===== config.mk =====
export PLATFORM = sky130hd
export DESIGN_NAME = irq_enable_priority_regs
export DESIGN_NICKNAME = d
export VERILOG_FILES = /design/src/irq_regs_pkg.sv /design/src/irq_enable_priority_regs.sv /design/src/irq_gate.sv
export SDC_FILE = /design/constraint.sdc
export NUM_CORES = 1
export LEC_CHECK = 0
export ABC_AREA = 0
export ABC_CLOCK_PERIOD_IN_PS = 2450
export BUFFER_PORTS_ARGS = -buffer_cell sky130_fd_sc_hd__buf_2
export CAP_MARGIN = 10
export CORE_ASPECT_RATIO = 1.4
export CORE_MARGIN = 2
export CORE_UTILIZATION = 52
export CTS_BUF_LIST = sky130_fd_sc_hd__clkbuf_4
export CTS_CLUSTER_DIAMETER = 40
export DETAILED_ROUTE_END_ITERATION = 10
export PLACE_DENSITY = 0.83
export RECOVER_POWER = 100
export SYNTH_ARGS = -nofsm -noshare
export SYNTH_HDL_FRONTEND = slang
export SYNTH_SLANG_ARGS = --single-unit

===== constraint.sdc =====
create_clock -name clk -period 2.45 [get_ports clk]
set_input_delay 0.49 -clock clk [delete_from_list [all_inputs] [get_ports clk]]
set_output_delay 0.49 -clock clk [all_outputs]
set_load 0.02 [all_outputs]

===== src/irq_regs_pkg.sv =====
package irq_regs_pkg;

    // ------------------------------------------------------------------
    // Register map (byte addresses on the APB word grid).
    // ------------------------------------------------------------------
    localparam logic [7:0] ADDR_ENABLE_3 = 8'h00;
    localparam logic [7:0] ADDR_ENABLE_4 = 8'h04;
    localparam logic [7:0] ADDR_ENABLE_5 = 8'h08;
    localparam logic [7:0] ADDR_PRIO_0 = 8'h0C;
    localparam logic [7:0] ADDR_PRIO_1 = 8'h10;
    localparam logic [7:0] ADDR_IRQ_STATUS = 8'h14;
    localparam logic [7:0] ADDR_IRQ_MASK = 8'h18;
    localparam logic [7:0] ADDR_REQ_VIEW = 8'h1C;

    // ------------------------------------------------------------------
    // Widths and implemented-bit masks.
    // ------------------------------------------------------------------
    localparam int REG_W = 16;
    localparam int PRIO_W = 3;
    localparam int NUM_PRIO = 7;
    localparam int NUM_EN = 23;
    localparam int NUM_SRC = NUM_EN + NUM_PRIO;
    localparam logic [15:0] MASK_ENABLE_3 = 16'h4066;
    localparam logic [15:0] MASK_ENABLE_4 = 16'h210E;
    localparam logic [15:0] MASK_ENABLE_5 = 16'h3FFE;
    localparam logic [15:0] MASK_PRIO_0 = 16'h7777;
    localparam logic [15:0] MASK_PRIO_1 = 16'h7770;

    // Reset values: enables clear, every priority field at binary 100.
    localparam logic [15:0] RST_ENABLE = 16'h0000;
    localparam logic [15:0] RST_PRIO_0 = 16'h4444;
    localparam logic [15:0] RST_PRIO_1 = 16'h4440;
    localparam logic [2:0] PRIO_OFF = 3'h0;

    // Field low bit positions in the priority registers.
    localparam int FLD_HI = 12;
    localparam int FLD_MH = 8;
    localparam int FLD_ML = 4;
    localparam int FLD_LO = 0;

    // Interrupt status bit positions.
    localparam int ST_WR_ERR = 0;
    localparam int ST_REQ_RISE = 1;
    localparam int ST_W = 2;

endpackage : irq_regs_pkg


===== src/irq_enable_priority_regs.sv =====
// The APB interface to the registers and the address map were decided locally.
`timescale 1ns/1ps
`default_nettype none

module irq_enable_priority_regs
    import irq_regs_pkg::*;
(
    input wire logic clk,
    input wire logic rst_n,
    input wire logic psel,
    input wire logic penable,
    input wire logic pwrite,
    input wire logic [7:0] paddr,
    input wire logic [31:0] pwdata,
    output logic [31:0] prdata,
    output logic pready,
    output logic pslverr,
    input wire logic [irq_regs_pkg::NUM_EN-1:0] en_src_flag,
    input wire logic [irq_regs_pkg::NUM_PRIO-1:0] prio_src_flag,
    output logic [irq_regs_pkg::NUM_EN-1:0] en_src_req,
    output logic [irq_regs_pkg::NUM_PRIO-1:0] prio_src_req,
    output logic [irq_regs_pkg::NUM_PRIO*irq_regs_pkg::PRIO_W-1:0] prio_level,
    output logic irq
);

    // ------------------------------------------------------------------
    // Register state.
    // ------------------------------------------------------------------
    logic [REG_W-1:0] enable3_ff;
    logic [REG_W-1:0] enable4_ff;
    logic [REG_W-1:0] enable5_ff;
    logic [REG_W-1:0] prio0_ff;
    logic [REG_W-1:0] prio1_ff;
    logic [ST_W-1:0] status_ff;
    logic [ST_W-1:0] mask_ff;
    logic [ST_W-1:0] nxt_status;
    logic any_req_ff;
    logic [NUM_EN-1:0] en_bits;
    logic [NUM_PRIO*PRIO_W-1:0] prio_fields;
    logic [NUM_EN-1:0] en_prio_ok;
    logic [NUM_EN-1:0] nxt_en_req;
    logic [NUM_PRIO-1:0] nxt_prio_req;
    logic [NUM_PRIO-1:0] ones_prio;
    logic wr_en;
    logic rd_en;
    logic addr_ok;
    logic [31:0] nxt_rdata;
    logic nxt_any_req;
    // Next values and per-word write strobes.
    logic [REG_W-1:0] nxt_enable3;
    logic [REG_W-1:0] nxt_enable4;
    logic [REG_W-1:0] nxt_enable5;
    logic [REG_W-1:0] nxt_prio0;
    logic [REG_W-1:0] nxt_prio1;
    logic [ST_W-1:0] nxt_mask;
    logic wr_en3;
    logic wr_en4;
    logic wr_en5;
    logic wr_pr0;
    logic wr_pr1;
    logic wr_st;
    logic wr_msk;

    // Writes keep only implemented bits, so unused bits stay zero.
    function automatic logic [REG_W-1:0] merge(
        input logic [31:0] wd,
        input logic [REG_W-1:0] msk
    );
        merge = wd[REG_W-1:0] & msk;
    endfunction : merge

    // Reads widen a 16-bit register onto the 32-bit bus.
    function automatic logic [31:0] widen(input logic [REG_W-1:0] v);
        widen = {16'h0000, v};
    endfunction : widen

    // Word decode shared by every write strobe; the bus carries whole
    // byte addresses, so only an exact match selects a word.
    function automatic logic hit(
        input logic [7:0] a,
        input logic [7:0] word
    );
        hit = (a == word);
    endfunction : hit

    // ------------------------------------------------------------------
    // APB decode. The slave always answers in the access phase itself.
    // ------------------------------------------------------------------
    // Writes act at the access-phase edge, reads are latched in setup.
    assign wr_en = psel & penable & pwrite;
    assign rd_en = psel & ~penable & ~pwrite;

    // Per-word write strobes, each true only at the access-phase edge.
    assign wr_en3 = wr_en & hit(paddr, ADDR_ENABLE_3);
    assign wr_en4 = wr_en & hit(paddr, ADDR_ENABLE_4);
    assign wr_en5 = wr_en & hit(paddr, ADDR_ENABLE_5);
    assign wr_pr0 = wr_en & hit(paddr, ADDR_PRIO_0);
    assign wr_pr1 = wr_en & hit(paddr, ADDR_PRIO_1);
    assign wr_st = wr_en & hit(paddr, ADDR_IRQ_STATUS);
    assign wr_msk = wr_en & hit(paddr, ADDR_IRQ_MASK);

    // Read mux and address check; an unmapped word reads as zero.
    always_comb begin
        addr_ok = 1'b1;
        nxt_rdata = 32'h0000_0000;
        case (paddr)
            ADDR_ENABLE_3: nxt_rdata = widen(enable3_ff);
            ADDR_ENABLE_4: nxt_rdata = widen(enable4_ff);
            ADDR_ENABLE_5: nxt_rdata = widen(enable5_ff);
            ADDR_PRIO_0: nxt_rdata = widen(prio0_ff);
            ADDR_PRIO_1: nxt_rdata = widen(prio1_ff);
            ADDR_IRQ_STATUS: nxt_rdata = {30'h0, status_ff};
            ADDR_IRQ_MASK: nxt_rdata = {30'h0, mask_ff};
            ADDR_REQ_VIEW: nxt_rdata = {31'h0, any_req_ff};
            default: addr_ok = 1'b0;
        endcase
    end

    // Read data is captured in setup so it is steady in the access
    // phase and still comes straight from a flip-flop.
    // A read of the status word therefore shows it as it stood at setup.
    always_ff @(posedge clk or negedge rst_n) begin
        if (!rst_n) begin
            prdata <= 32'h0000_0000;
        end else if (rd_en) begin
            prdata <= nxt_rdata;
        end
    end

    // Ready and error are registered in setup; the access phase then
    // completes in its first cycle (no wait states).
    always_ff @(posedge clk or negedge rst_n) begin
        if (!rst_n) begin
            pready <= 1'b0;
            pslverr <= 1'b0;
        end else begin
            pready <= psel & ~penable;
            pslverr <= psel & ~penable & ~addr_ok;
        end
    end

    // ------------------------------------------------------------------
    // Enable registers.
    // ------------------------------------------------------------------
    // A write replaces a whole word, implemented bits only; any other
    // cycle the word holds its value.
    always_comb begin
        nxt_enable3 = enable3_ff;
        nxt_enable4 = enable4_ff;
        nxt_enable5 = enable5_ff;
        if (wr_en3) begin
            nxt_enable3 = merge(pwdata, MASK_ENABLE_3);
        end
        if (wr_en4) begin
            nxt_enable4 = merge(pwdata, MASK_ENABLE_4);
        end
        if (wr_en5) begin
            nxt_enable5 = merge(pwdata, MASK_ENABLE_5);
        end
    end

    // Enable words load their next values on every edge.
    always_ff @(posedge clk or negedge rst_n) begin
        if (!rst_n) begin
            enable3_ff <= RST_ENABLE;
            enable4_ff <= RST_ENABLE;
            enable5_ff <= RST_ENABLE;
        end else begin
            enable3_ff <= nxt_enable3;
            enable4_ff <= nxt_enable4;
            enable5_ff <= nxt_enable5;
        end
    end

    // ------------------------------------------------------------------
    // Priority registers; fields reset to level 4.
    // ------------------------------------------------------------------
    // Same write path as the enables; unused bits of each word and the
    // low nibble of the second word stay zero.
    always_comb begin
        nxt_prio0 = prio0_ff;
        nxt_prio1 = prio1_ff;
        if (wr_pr0) begin
            nxt_prio0 = merge(pwdata, MASK_PRIO_0);
        end
        if (wr_pr1) begin
            nxt_prio1 = merge(pwdata, MASK_PRIO_1);
        end
    end

    // Priority words load their next values on every edge.
    always_ff @(posedge clk or negedge rst_n) begin
        if (!rst_n) begin
            prio0_ff <= RST_PRIO_0;
            prio1_ff <= RST_PRIO_1;
        end else begin
            prio0_ff <= nxt_prio0;
            prio1_ff <= nxt_prio1;
        end
    end

    // ------------------------------------------------------------------
    // Source gating.
    // ------------------------------------------------------------------
    // Enable bits packed in order: enable 3 (14,6,5,2,1), enable 4
    // (13,8,3,2,1), enable 5 (13 down to 1).
    // Bit 0 of every enable word is unused and never reaches a gate.
    assign en_bits = {enable3_ff[14], enable3_ff[6], enable3_ff[5],
                      enable3_ff[2], enable3_ff[1],
                      enable4_ff[13], enable4_ff[8], enable4_ff[3],
                      enable4_ff[2], enable4_ff[1],
                      enable5_ff[13:1]};

    // Priority fields packed: timer1, compare1, capture1, pin0,
    // timer2, compare2, capture2. Codes pass through as levels.
    // Arbitration reads them as levels 1 to 7; code 000 never requests.
    assign prio_fields = {
        prio0_ff[FLD_HI +: PRIO_W], prio0_ff[FLD_MH +: PRIO_W],
        prio0_ff[FLD_ML +: PRIO_W], prio0_ff[FLD_LO +: PRIO_W],
        prio1_ff[FLD_HI +: PRIO_W], prio1_ff[FLD_MH +: PRIO_W],
        prio1_ff[FLD_ML +: PRIO_W]};

    // Their priority fields lie outside this slice, so they count as
    // nonzero here; the arbiter applies its own field downstream.
    assign en_prio_ok = {NUM_EN{1'b1}};
    assign ones_prio = {NUM_PRIO{1'b1}};

    // Each enable-register source gated by its enable bit. The gate is
    // the same cell as for the priority sources, so both paths share
    // one definition of what lets a request through.
    for (genvar i = 0; i < NUM_EN; i++) begin : g_en
        irq_gate u_gate (
            .flag(en_src_flag[i]),
            .enable(en_bits[i]),
            .prio(en_prio_ok[i] ? ~PRIO_OFF : PRIO_OFF),
            .req(nxt_en_req[i])
        );
    end

    // Priority-register sources: enables live elsewhere, so only the
    // field can block them; code 000 turns the source off. Its level
    // still shows on the level output, which arbitration then ignores.
    for (genvar j = 0; j < NUM_PRIO; j++) begin : g_pr
        irq_gate u_gate (
            .flag(prio_src_flag[j]),
            .enable(ones_prio[j]),
            .prio(prio_fields[j*PRIO_W +: PRIO_W]),
            .req(nxt_prio_req[j])
        );
    end

    // Any passed request, used for the rise event and the request view.
    assign nxt_any_req = (|nxt_en_req) | (|nxt_prio_req);

    // Registered requests keep every top output on a flip-flop, at the
    // cost of one cycle of latency toward arbitration.
    always_ff @(posedge clk or negedge rst_n) begin
        if (!rst_n) begin
            en_src_req <= '0;
            prio_src_req <= '0;
            prio_level <= '0;
            any_req_ff <= 1'b0;
        end else begin
            en_src_req <= nxt_en_req;
            prio_src_req <= nxt_prio_req;
            prio_level <= prio_fields;
            any_req_ff <= nxt_any_req;
        end
    end

    // ------------------------------------------------------------------
    // Interrupt status, mask and output.
    // ------------------------------------------------------------------
    // Events: a write to an unmapped address, and a rise of any request.
    // Write-one-to-clear; a new event in the same cycle wins, so an
    // event is never lost to a clear that races it.
    always_comb begin
        nxt_status = status_ff;
        if (wr_st) begin
            nxt_status = status_ff & ~pwdata[ST_W-1:0];
        end
        if (wr_en && !addr_ok) begin
            nxt_status[ST_WR_ERR] = 1'b1;
        end
        if (nxt_any_req && !any_req_ff) begin
            nxt_status[ST_REQ_RISE] = 1'b1;
        end
    end

    // Sticky status bits; they only fall on a write of ones.
    always_ff @(posedge clk or negedge rst_n) begin
        if (!rst_n) begin
            status_ff <= '0;
        end else begin
            status_ff <= nxt_status;
        end
    end

    // The mask takes a write of its word; other cycles it holds.
    always_comb begin
        nxt_mask = mask_ff;
        if (wr_msk) begin
            nxt_mask = pwdata[ST_W-1:0];
        end
    end

    // Mask word loads its next value on every edge.
    always_ff @(posedge clk or negedge rst_n) begin
        if (!rst_n) begin
            mask_ff <= '0;
        end else begin
            mask_ff <= nxt_mask;
        end
    end

    // The line is built from the next status and next mask, so it
    // follows a mask write on the same edge rather than one later; the
    // price is a longer path from the bus into this flip-flop.
    always_ff @(posedge clk or negedge rst_n) begin
        if (!rst_n) begin
            irq <= 1'b0;
        end else begin
            irq <= |(nxt_status & nxt_mask);
        end
    end

endmodule : irq_enable_priority_regs

`default_nettype wire


===== src/irq_gate.sv =====
`timescale 1ns/1ps
`default_nettype none

module irq_gate
    import irq_regs_pkg::*;
(
    input wire logic flag,
    input wire logic enable,
    input wire logic [irq_regs_pkg::PRIO_W-1:0] prio,
    output logic req
);
    // A zero priority blocks the source whatever its enable says.
    assign req = flag & enable & (prio != PRIO_OFF);
endmodule : irq_gate

`default_nettype wire


==> flow_summary.ini, run 1 <==
[cts]
cts_resized = 0
cts_setup_buffers = 0
cts_made_buffers = 17
cts_sinks = 118
clk_pin_slew_ps = 100
htreeDepth = 4
clk_latency_ps = 510
cts_tree = done
cts_root_buffer = clkbuf_4
cts_buffer_depth = 2

[power_and_ir_drop]
peakVddDrop_mv = 0.433
p_per_area_mw_per_mm2 = 692
p_leak_uw = 0.00271

[critical_path]
worst_setup_path_end_kind = flop
cp-start-kind = flop
slowest_delay_ps = 530
worst_ep_arrival_time_ps = 2660
worstPathRequired_ps = 2840
crit_path_start = enable5_ff[8]
crit_fanout = 3
cpMaxStageDelayCell = or4_1
rr_startpoint = enable5_ff[8]
crit_chain = and2_0 -> or4_1 -> nor4_1 -> nand4_1 -> a311o_1
critical_path_class = flop to flop

[sta]
setup_viol = 0
fin_tns_setup_ps = 0
slew_violations = 0
fin_skew_ps = 10.5
worst_slack_ps = 184
finalHoldViolCount = 0
worst_pin_slew_ps = 1090
rsz0062_at_grt = false
period_share = 0.925
fmax_mhz = 441
fin_crit_ps = 2270
slew_headroom = 0.273

[yosys]
syn_area_mm2 = 0.00465
synth.most_common_cell = dfrtp_1
synthCells = 326
yosysTopAreaCellShare = 0.598
yosysTopAreaCell = dfrtp_1
synth_edf_count = 0
synth_cell_types = 48
netlist_top_cells_area = dfrtp_1, mux2_2, mux2_4, dfstp_2, and2_1
yosys_warnings = 0
ys_ff_latch = 118
synth_common_cells = dfrtp_1, mux2_2, and2_1
synth-main-ff-cell = dfrtp_1
async_flop_share = 1.00
seq_area_frac_synth = 0.637
syn_avg_cell_area_um2 = 14.3

[cells_and_area]
fin_nets = 547
multiInputGateArea_mm2 = 0.00142
regArea_mm2 = 0.00296
syn_to_final_growth_pct = 17.2
fillerInstances = 737
drive_gt1_frac = 0.258

[place]
place_hpwl_mm = 8.06
io_buffers = 126
gp_congestion = 0.843
dp_slack_ps = 55.2

[floorplan]
rows = 40
fp.dieW_um = 83.9
die_area_mm2 = 0.00972
initial_core_util = 0.537
core_area_mm2 = 0.00866
die-height_um = 116
ios = 161

[route]
viasPerCell = 5.35
totalWireLength_mm = 10.8
drcViolationCount = 0
drtIter0Drc = 227
ant_nets = 0
firstDrtPassIters = 5
dr_total_vias = 3162
wl_per_cell_um = 18.3

[global_route]
grt_pass1_wl_mm = 17.0
antenna_found_initial = 1
grt_max_degree = 53
overflow = 0
grt_util_all_layers = 0.236
grt_pass1_vias = 3364

[status]
outcome = completed

[job]
maxCapViolCount = 0

[worst_hold_path]
hp-start = en_src_flag[21]
min-delay-path-class = input port to flop
==> worst paths after layout <==
check                           depth (start not counted)  slack (ps)         endpoint
worst max-delay path                                    5         180              irq
worst min-delay path                                    2         200   en_src_req[21]
worst max register to register                          5         180              irq
worst min register to register                          0         440    prio_level[5]
max in group asynchronous                               3         570  prio_src_req[4]
min in group asynchronous                               2         710              irq
==> power by group <==
part           internal, uW  total (uW)  switching [uW]  leakage (uW)
Clock                   724        1400             676      0.000161
Combinational           102         321             219      0.000962
Sequential             2010        2040            36.8       0.00158
==> per-stage QoR <==
stage | hold WS (ps) | total power [uW] | util | area [um^2] | instances
detailed placement | 411 | 2430 | 0.621 | 5380 | 557
global route | 157 | 3920 | 0.629 | 5450 | 591
finish | 201 | 3770 | 0.629 | 5450 | 591
global placement | 407 | 2420 | 0.621 | 5380 | 557
CTS | 164 | 3820 | 0.655 | 5670 | 590
floorplan | 194 | 2270 | - | 4710 | 342
==> flip-flops by register name (all words and copies together), names as in the netlist, 2 cells and up <==
name and cells:
prdata 15, prio1_ff 9, status_ff 2, enable4_ff 5, enable5_ff 13, prio_src_req 7, en_src_req 23, prio_level 21
mask_ff 2, enable3_ff 5, prio0_ff 12
==> layout by cell type (no fill, tap or decap), drive strengths merged, types with 2 or more instances in the layout <==
master,netlist,layout
nor2b,3,3
o22ai,2,2
nand3,4,4
bufinv,0,3
clkinv,0,8
nor4,4,4
nand2b,3,3
dfstp,7,7
nor2,16,16
dfrtp,111,111
a22oi,2,2
nand2,11,11
mux2,47,47
a21oi,8,8
o31a,7,7
or4,4,4
a222oi,11,11
and2,25,25
o21ai,3,3
or2,2,2
clkbuf,4,96
buf,22,60
a31oi,5,5
nor3,5,5
conb,1,17
inv,5,5
nand4,3,3
mux2i,2,2
==> critical path: cells and delay by family (launching register included) <==
family,cells,cell delay (ps)
and+or+nand+nor,4,1350
DFF,1,410
AOI/OAI and AO/OA,1,390
==> per-layer routing <==
metal  track usage  part of all wire  wire length [um]  vias up
met4         0.123             0.025               267        0
met2         0.410              0.53              5770      123
met3        0.0620             0.052               566       21
met5             0                 0                 0        -
li1              -                 -                 -     1447
met1         0.269              0.39              4240     1571
==> logic make-up (layout without fill, tap and decap cells) <==
logic type | Yosys count | after routing | synth area share
flops | 118 | 118 | 0.637
simple gates | 84 | 84 | 0.117
mux | 49 | 49 | 0.130
compound gates | 43 | 43 | 0.0714
buf+inv | 31 | 174 | 0.0431
other cells | 1 | 18 | 0.000807
==> cell type report <==
| class | instances | share of cell area |
|---|---|---|
| Sequential cell | 118 | 0.544 |
| Multi-Input combinational cell | 193 | 0.261 |
| Clock inverter | 12 | 0.0248 |
| Clock buffer | 20 | 0.0276 |
| Tap cell | 105 | 0.0241 |
| Antenna cell | 1 | 0.000460 |
| Inverter | 5 | 0.00345 |
| Timing Repair Buffer | 137 | 0.115 |
==> what timing repair did <==
| item | in CTS | in global routing |
|---|---|---|
| endpoints found under the hold margin | 41 | 0 |
| hold buffers | 1 | 0 |
| setup endpoints to repair | 0 | 0 |
(Power assumes the default switching activity.)
==> inputs of run 2 (changes only) <==
--- a/config.mk
+++ b/config.mk
@@ -17,6 +17,7 @@
 export DETAILED_ROUTE_END_ITERATION = 10
 export PLACE_DENSITY = 0.83
 export RECOVER_POWER = 100
+export REMOVE_ABC_BUFFERS = 1
 export SYNTH_ARGS = -nofsm -noshare
 export SYNTH_HDL_FRONTEND = slang
 export SYNTH_SLANG_ARGS = --single-unit
==> flow_summary.ini, run 2 (synthesized netlist as in run 1, its figures left out) <==
[status]
outcome = completed

[sta]
fin_tns_setup_ps = 0
slew_violations = 0
fin_skew_ps = 15.1
whs_ps = 204
rsz0062_at_grt = false
period_share = 0.947
fin_crit_ps = 2320
fmax_mhz = 431
slew_headroom = 0.279
setup_viol = 0
finalHoldViolCount = 0
worst_pin_slew_ps = 1080

[cts]
htreeDepth = 4
clk_latency_ps = 520
cts_buffer_depth = 2
cts_root_buffer = clkbuf_4
cts_setup_buffers = 0
cts_made_buffers = 17
cts_sinks = 118
clk_pin_slew_ps = 100
cts_tree = done
cts_resized = 0

[worst_hold_path]
hold_depth = 2
min-delay-path-class = input port to flop

[critical_path]
cp-start-kind = flop
critical_path_class = flop to flop
ff2ff_path_depth = 5
worstPathRequired_ps = 2850
worst_setup_path_end_kind = flop
crit_fanout = 4
worst_ep_arrival_time_ps = 2720

[global_route]
grt_util_all_layers = 0.238
grt_pass1_vias = 3286
grt_max_degree = 47
grt_pass1_wl_mm = 17.1
antenna_found_initial = 3
overflow = 0

[floorplan]
die-height_um = 116
core_area_mm2 = 0.00866
initial_core_util = 0.537
die_area_mm2 = 0.00972
rows = 40
fp.dieW_um = 83.9
ios = 161

[place]
dp.cells = 557
place_hpwl_mm = 8.14
io_buffers = 126
gp_congestion = 0.817

[cells_and_area]
final_common_cell = dfrtp_1
largest_register_ffs = 23
fin_nets = 547
drive_gt1_frac = 0.249
largestRegisters = en_src_req x23, prio_level x21, prdata x15
layout_common_cells = dfrtp_1, clkbuf_1, buf_2
fin_cells = 593
regMostFlops = en_src_req
syn_to_final_growth_pct = 16.1

[route]
wl_per_cell_um = 18.7
firstDrtPassIters = 7
totalWireLength_mm = 11.1
drtIter0Drc = 250
viasPerCell = 5.45
drcViolationCount = 0
dr_total_vias = 3234
ant_nets = 0

[job]
maxCapViolCount = 0

[power_and_ir_drop]
p_leak_uw = 0.00266
p_per_area_mw_per_mm2 = 661
peakVddDrop_mv = 0.364
run 2: area by class of cell:
cell class              instances  area (um^2)
fillers                       767         3270
inverters                       5         18.8
flip-flops and latches        118         2960
well taps                     105          131
diodes                          3         7.51
clock inverters                12         90.1
multi-input cells             193         1420
clock buffers                  20          150
repair buffers                137          608
run 2: worst max-delay path, stage by stage (launching register included):
cell and delay [ps]:
dfrtp_1 440, a222oi_1 500, or4b_1 480, nor3_1 230, nand4_1 210, a311o_1 360
run 2: metrics by stage:
stage               area [um^2]  power [uW]  utilization  setup WS (ps)
floorplan                  4520        2240            -            207
finish                     5390        3560        0.623            129
CTS                        5630        3620        0.650            162
global placement           5380        2420        0.621            113
detailed placement         5380        2440        0.621           19.4
global route               5390        3710        0.623           13.2
run 2: report_power, final:
part | switching [uW] | total (uW) | internal, uW | leakage [uW]
clock | 679 | 1190 | 516 | 0.000126
sequential | 37.7 | 2050 | 2010 | 0.00158
combinational | 221 | 321 | 99.6 | 0.000952
run 2: timing repair:
action | in CTS | in global routing
hold buffers | 1 | 0
hold endpoints to repair | 40 | 0
setup endpoints to repair | 0 | 0
run 2: final timing paths:
path                               startpoint              to  slack (ps)
worst max-delay path            enable3_ff[5]             irq         130
min in group asynchronous               rst_n  prio_level[13]         700
worst max register to register  enable3_ff[5]             irq         130
max in group asynchronous               rst_n       prdata[0]         450
worst min register to register    prio1_ff[8]   prio_level[3]         420
worst min-delay path                pwdata[7]   enable5_ff[7]         200
run 2: layer usage:
layer | up-vias | track usage | part of all wire
met4 | 0 | 0.129 | 0.040
met2 | 137 | 0.407 | 0.53
met5 | - | 0 | 0
met1 | 1621 | 0.267 | 0.37
li1 | 1442 | - | -
met3 | 34 | 0.0748 | 0.059
==> inputs of run 3 (changes only) <==
--- a/config.mk
+++ b/config.mk
@@ -11,11 +11,10 @@
 export CAP_MARGIN = 10
 export CORE_ASPECT_RATIO = 1.4
 export CORE_MARGIN = 2
-export CORE_UTILIZATION = 52
-export CTS_BUF_LIST = sky130_fd_sc_hd__clkbuf_4
+export CORE_UTILIZATION = 50
 export CTS_CLUSTER_DIAMETER = 40
 export DETAILED_ROUTE_END_ITERATION = 10
-export PLACE_DENSITY = 0.83
+export PLACE_DENSITY = 0.8
 export RECOVER_POWER = 100
 export REMOVE_ABC_BUFFERS = 1
 export SYNTH_ARGS = -nofsm -noshare
==> flow_summary.ini, run 3 (synthesized netlist as in run 1, its figures left out) <==
[power_and_ir_drop]
p_sw_frac = 0.221
p_per_area_mw_per_mm2 = 834
p_total_uw = 4820
switchingPower_uw = 1060
p_leak_uw = 0.00286
power_frac_seq = 0.426
power_frac_clock = 0.507
peakVddDrop_mv = 0.662
p_comb_frac = 0.067
p_int_uw = 3750

[floorplan]
die_area_mm2 = 0.0101
ios = 161
fp.dieW_um = 85.5
core_area_mm2 = 0.00903
initial_core_util = 0.515
die-height_um = 118
rows = 41

[global_route]
grt_max_degree = 55
grt_util_all_layers = 0.239
overflow = 0
antenna_found_initial = 0
grt_pass1_vias = 3346
grt_pass1_wl_mm = 17.8

[critical_path]
cpMaxStageDelayCell = and2_1
critPathBufInv = 1
crit_chain = buf_2 -> or2_0 -> nor4_1 -> and4b_1 -> and2_1 -> mux2_2
crit_family = simple AND/OR/NAND/NOR gates
cp-start-kind = input port
critical_path_class = input port to flop
reg2reg_slack_ps = 240
worstPathRequired_ps = 2730
worst_setup_path_end_kind = flop
crit_fanout = 12
worst_ep_arrival_time_ps = 2510
slowest_delay_ps = 560

[sta]
setup_viol = 0
fmax_mhz = 449
slew_headroom = 0.235
finalHoldViolCount = 0
fin_skew_ps = 9.06
fin_crit_ps = 2230
worst_pin_slew_ps = 1150
period_share = 0.910
slew_violations = 0
rsz0062_at_grt = false
whs_ps = 302
fin_tns_setup_ps = 0

[route]
drtIter0Drc = 192
firstDrtPassIters = 4
drcViolationCount = 0
wl_per_cell_um = 19.2
top_layer = met4
totalWireLength_mm = 11.4
dr_total_vias = 3186
wl_met2_mm = 6.27
viasPerCell = 5.38
route.met3.wl_um = 667
met1_length_mm = 4.25
ant_nets = 0

[cts]
clk_latency_ps = 410
cts_resized = 0
htreeDepth = 4
hold_buffers = 1
cts_sinks = 118
cts_tree = done
cts_setup_buffers = 0
cts_made_buffers = 17
cts_root_buffer = clkbuf_16
clk_pin_slew_ps = 50
cts_buffer_depth = 2

[place]
io_buffers = 126
place_hpwl_mm = 8.03
gp_congestion = 0.842
dp.cells = 560

[cells_and_area]
largestRegisters = en_src_req x23, prio_level x21, prdata x15
fin_nets = 548
fin_cells = 592
final_common_cell = dfrtp_1
multiInputGateArea_mm2 = 0.00144
regMostFlops = en_src_req
fillerInstances = 735
antenna_cells = 0
drive_gt1_frac = 0.258
regArea_mm2 = 0.00296
syn_to_final_growth_pct = 24.2
layout_common_cells = dfrtp_1, clkbuf_1, buf_2
largest_register_ffs = 23

[job]
maxCapViolCount = 0

[status]
outcome = completed

[worst_hold_path]
min-delay-path-class = input port to flop
==> run 3: power groups by stage <==
| stage | combinational (uW) | clock [uW] | sequential (uW) |
|---|---|---|---|
| 6_report | 322 | 2440 | 2050 |
| 5_1_grt | 353 | 2570 | 2060 |
| 4_1_cts | 351 | 2490 | 2050 |
| 3_5_place_dp | 346 | 0 | 2080 |
| 3_3_place_gp | 339 | 0 | 2080 |
| 2_1_floorplan | 110 | 0 | 2130 |
==> run 3: layout make-up <==
class	instances	area share
sequential	118	0.513
inverter	5	0.00325
multi-input combinational	193	0.249
clock buffer	21	0.0798
tap	107	0.0232
timing repair buffer	138	0.109
clock inverter	10	0.0223
==> run 3: path summary, 6_finish.rpt <==
path                                from              end  cells after the start
min                            pwdata[7]    enable5_ff[7]                      2
max                             paddr[1]      prio0_ff[9]                      6
min reg2reg                 prio1_ff[14]    prio_level[8]                      0
max reg2reg                enable5_ff[8]              irq                      5
max in group asynchronous          rst_n  prio_src_req[3]                      3
min in group asynchronous          rst_n       prdata[12]                      2
==> run 3: through the flow <==
stage               setup WS, ps  utilization  cell area (um^2)
floorplan                    207            -              4520
global placement             128        0.597              5390
detailed placement           127        0.597              5390
CTS                          281        0.663              5990
global route                 102        0.639              5770
finish                       221        0.639              5770
==> run 3: layer usage <==
layer | GRT usage | up-vias
met2 | 0.408 | 123
met1 | 0.278 | 1612
met5 | 0 | -
met3 | 0.0708 | 16
li1 | - | 1435
met4 | 0.0933 | 0
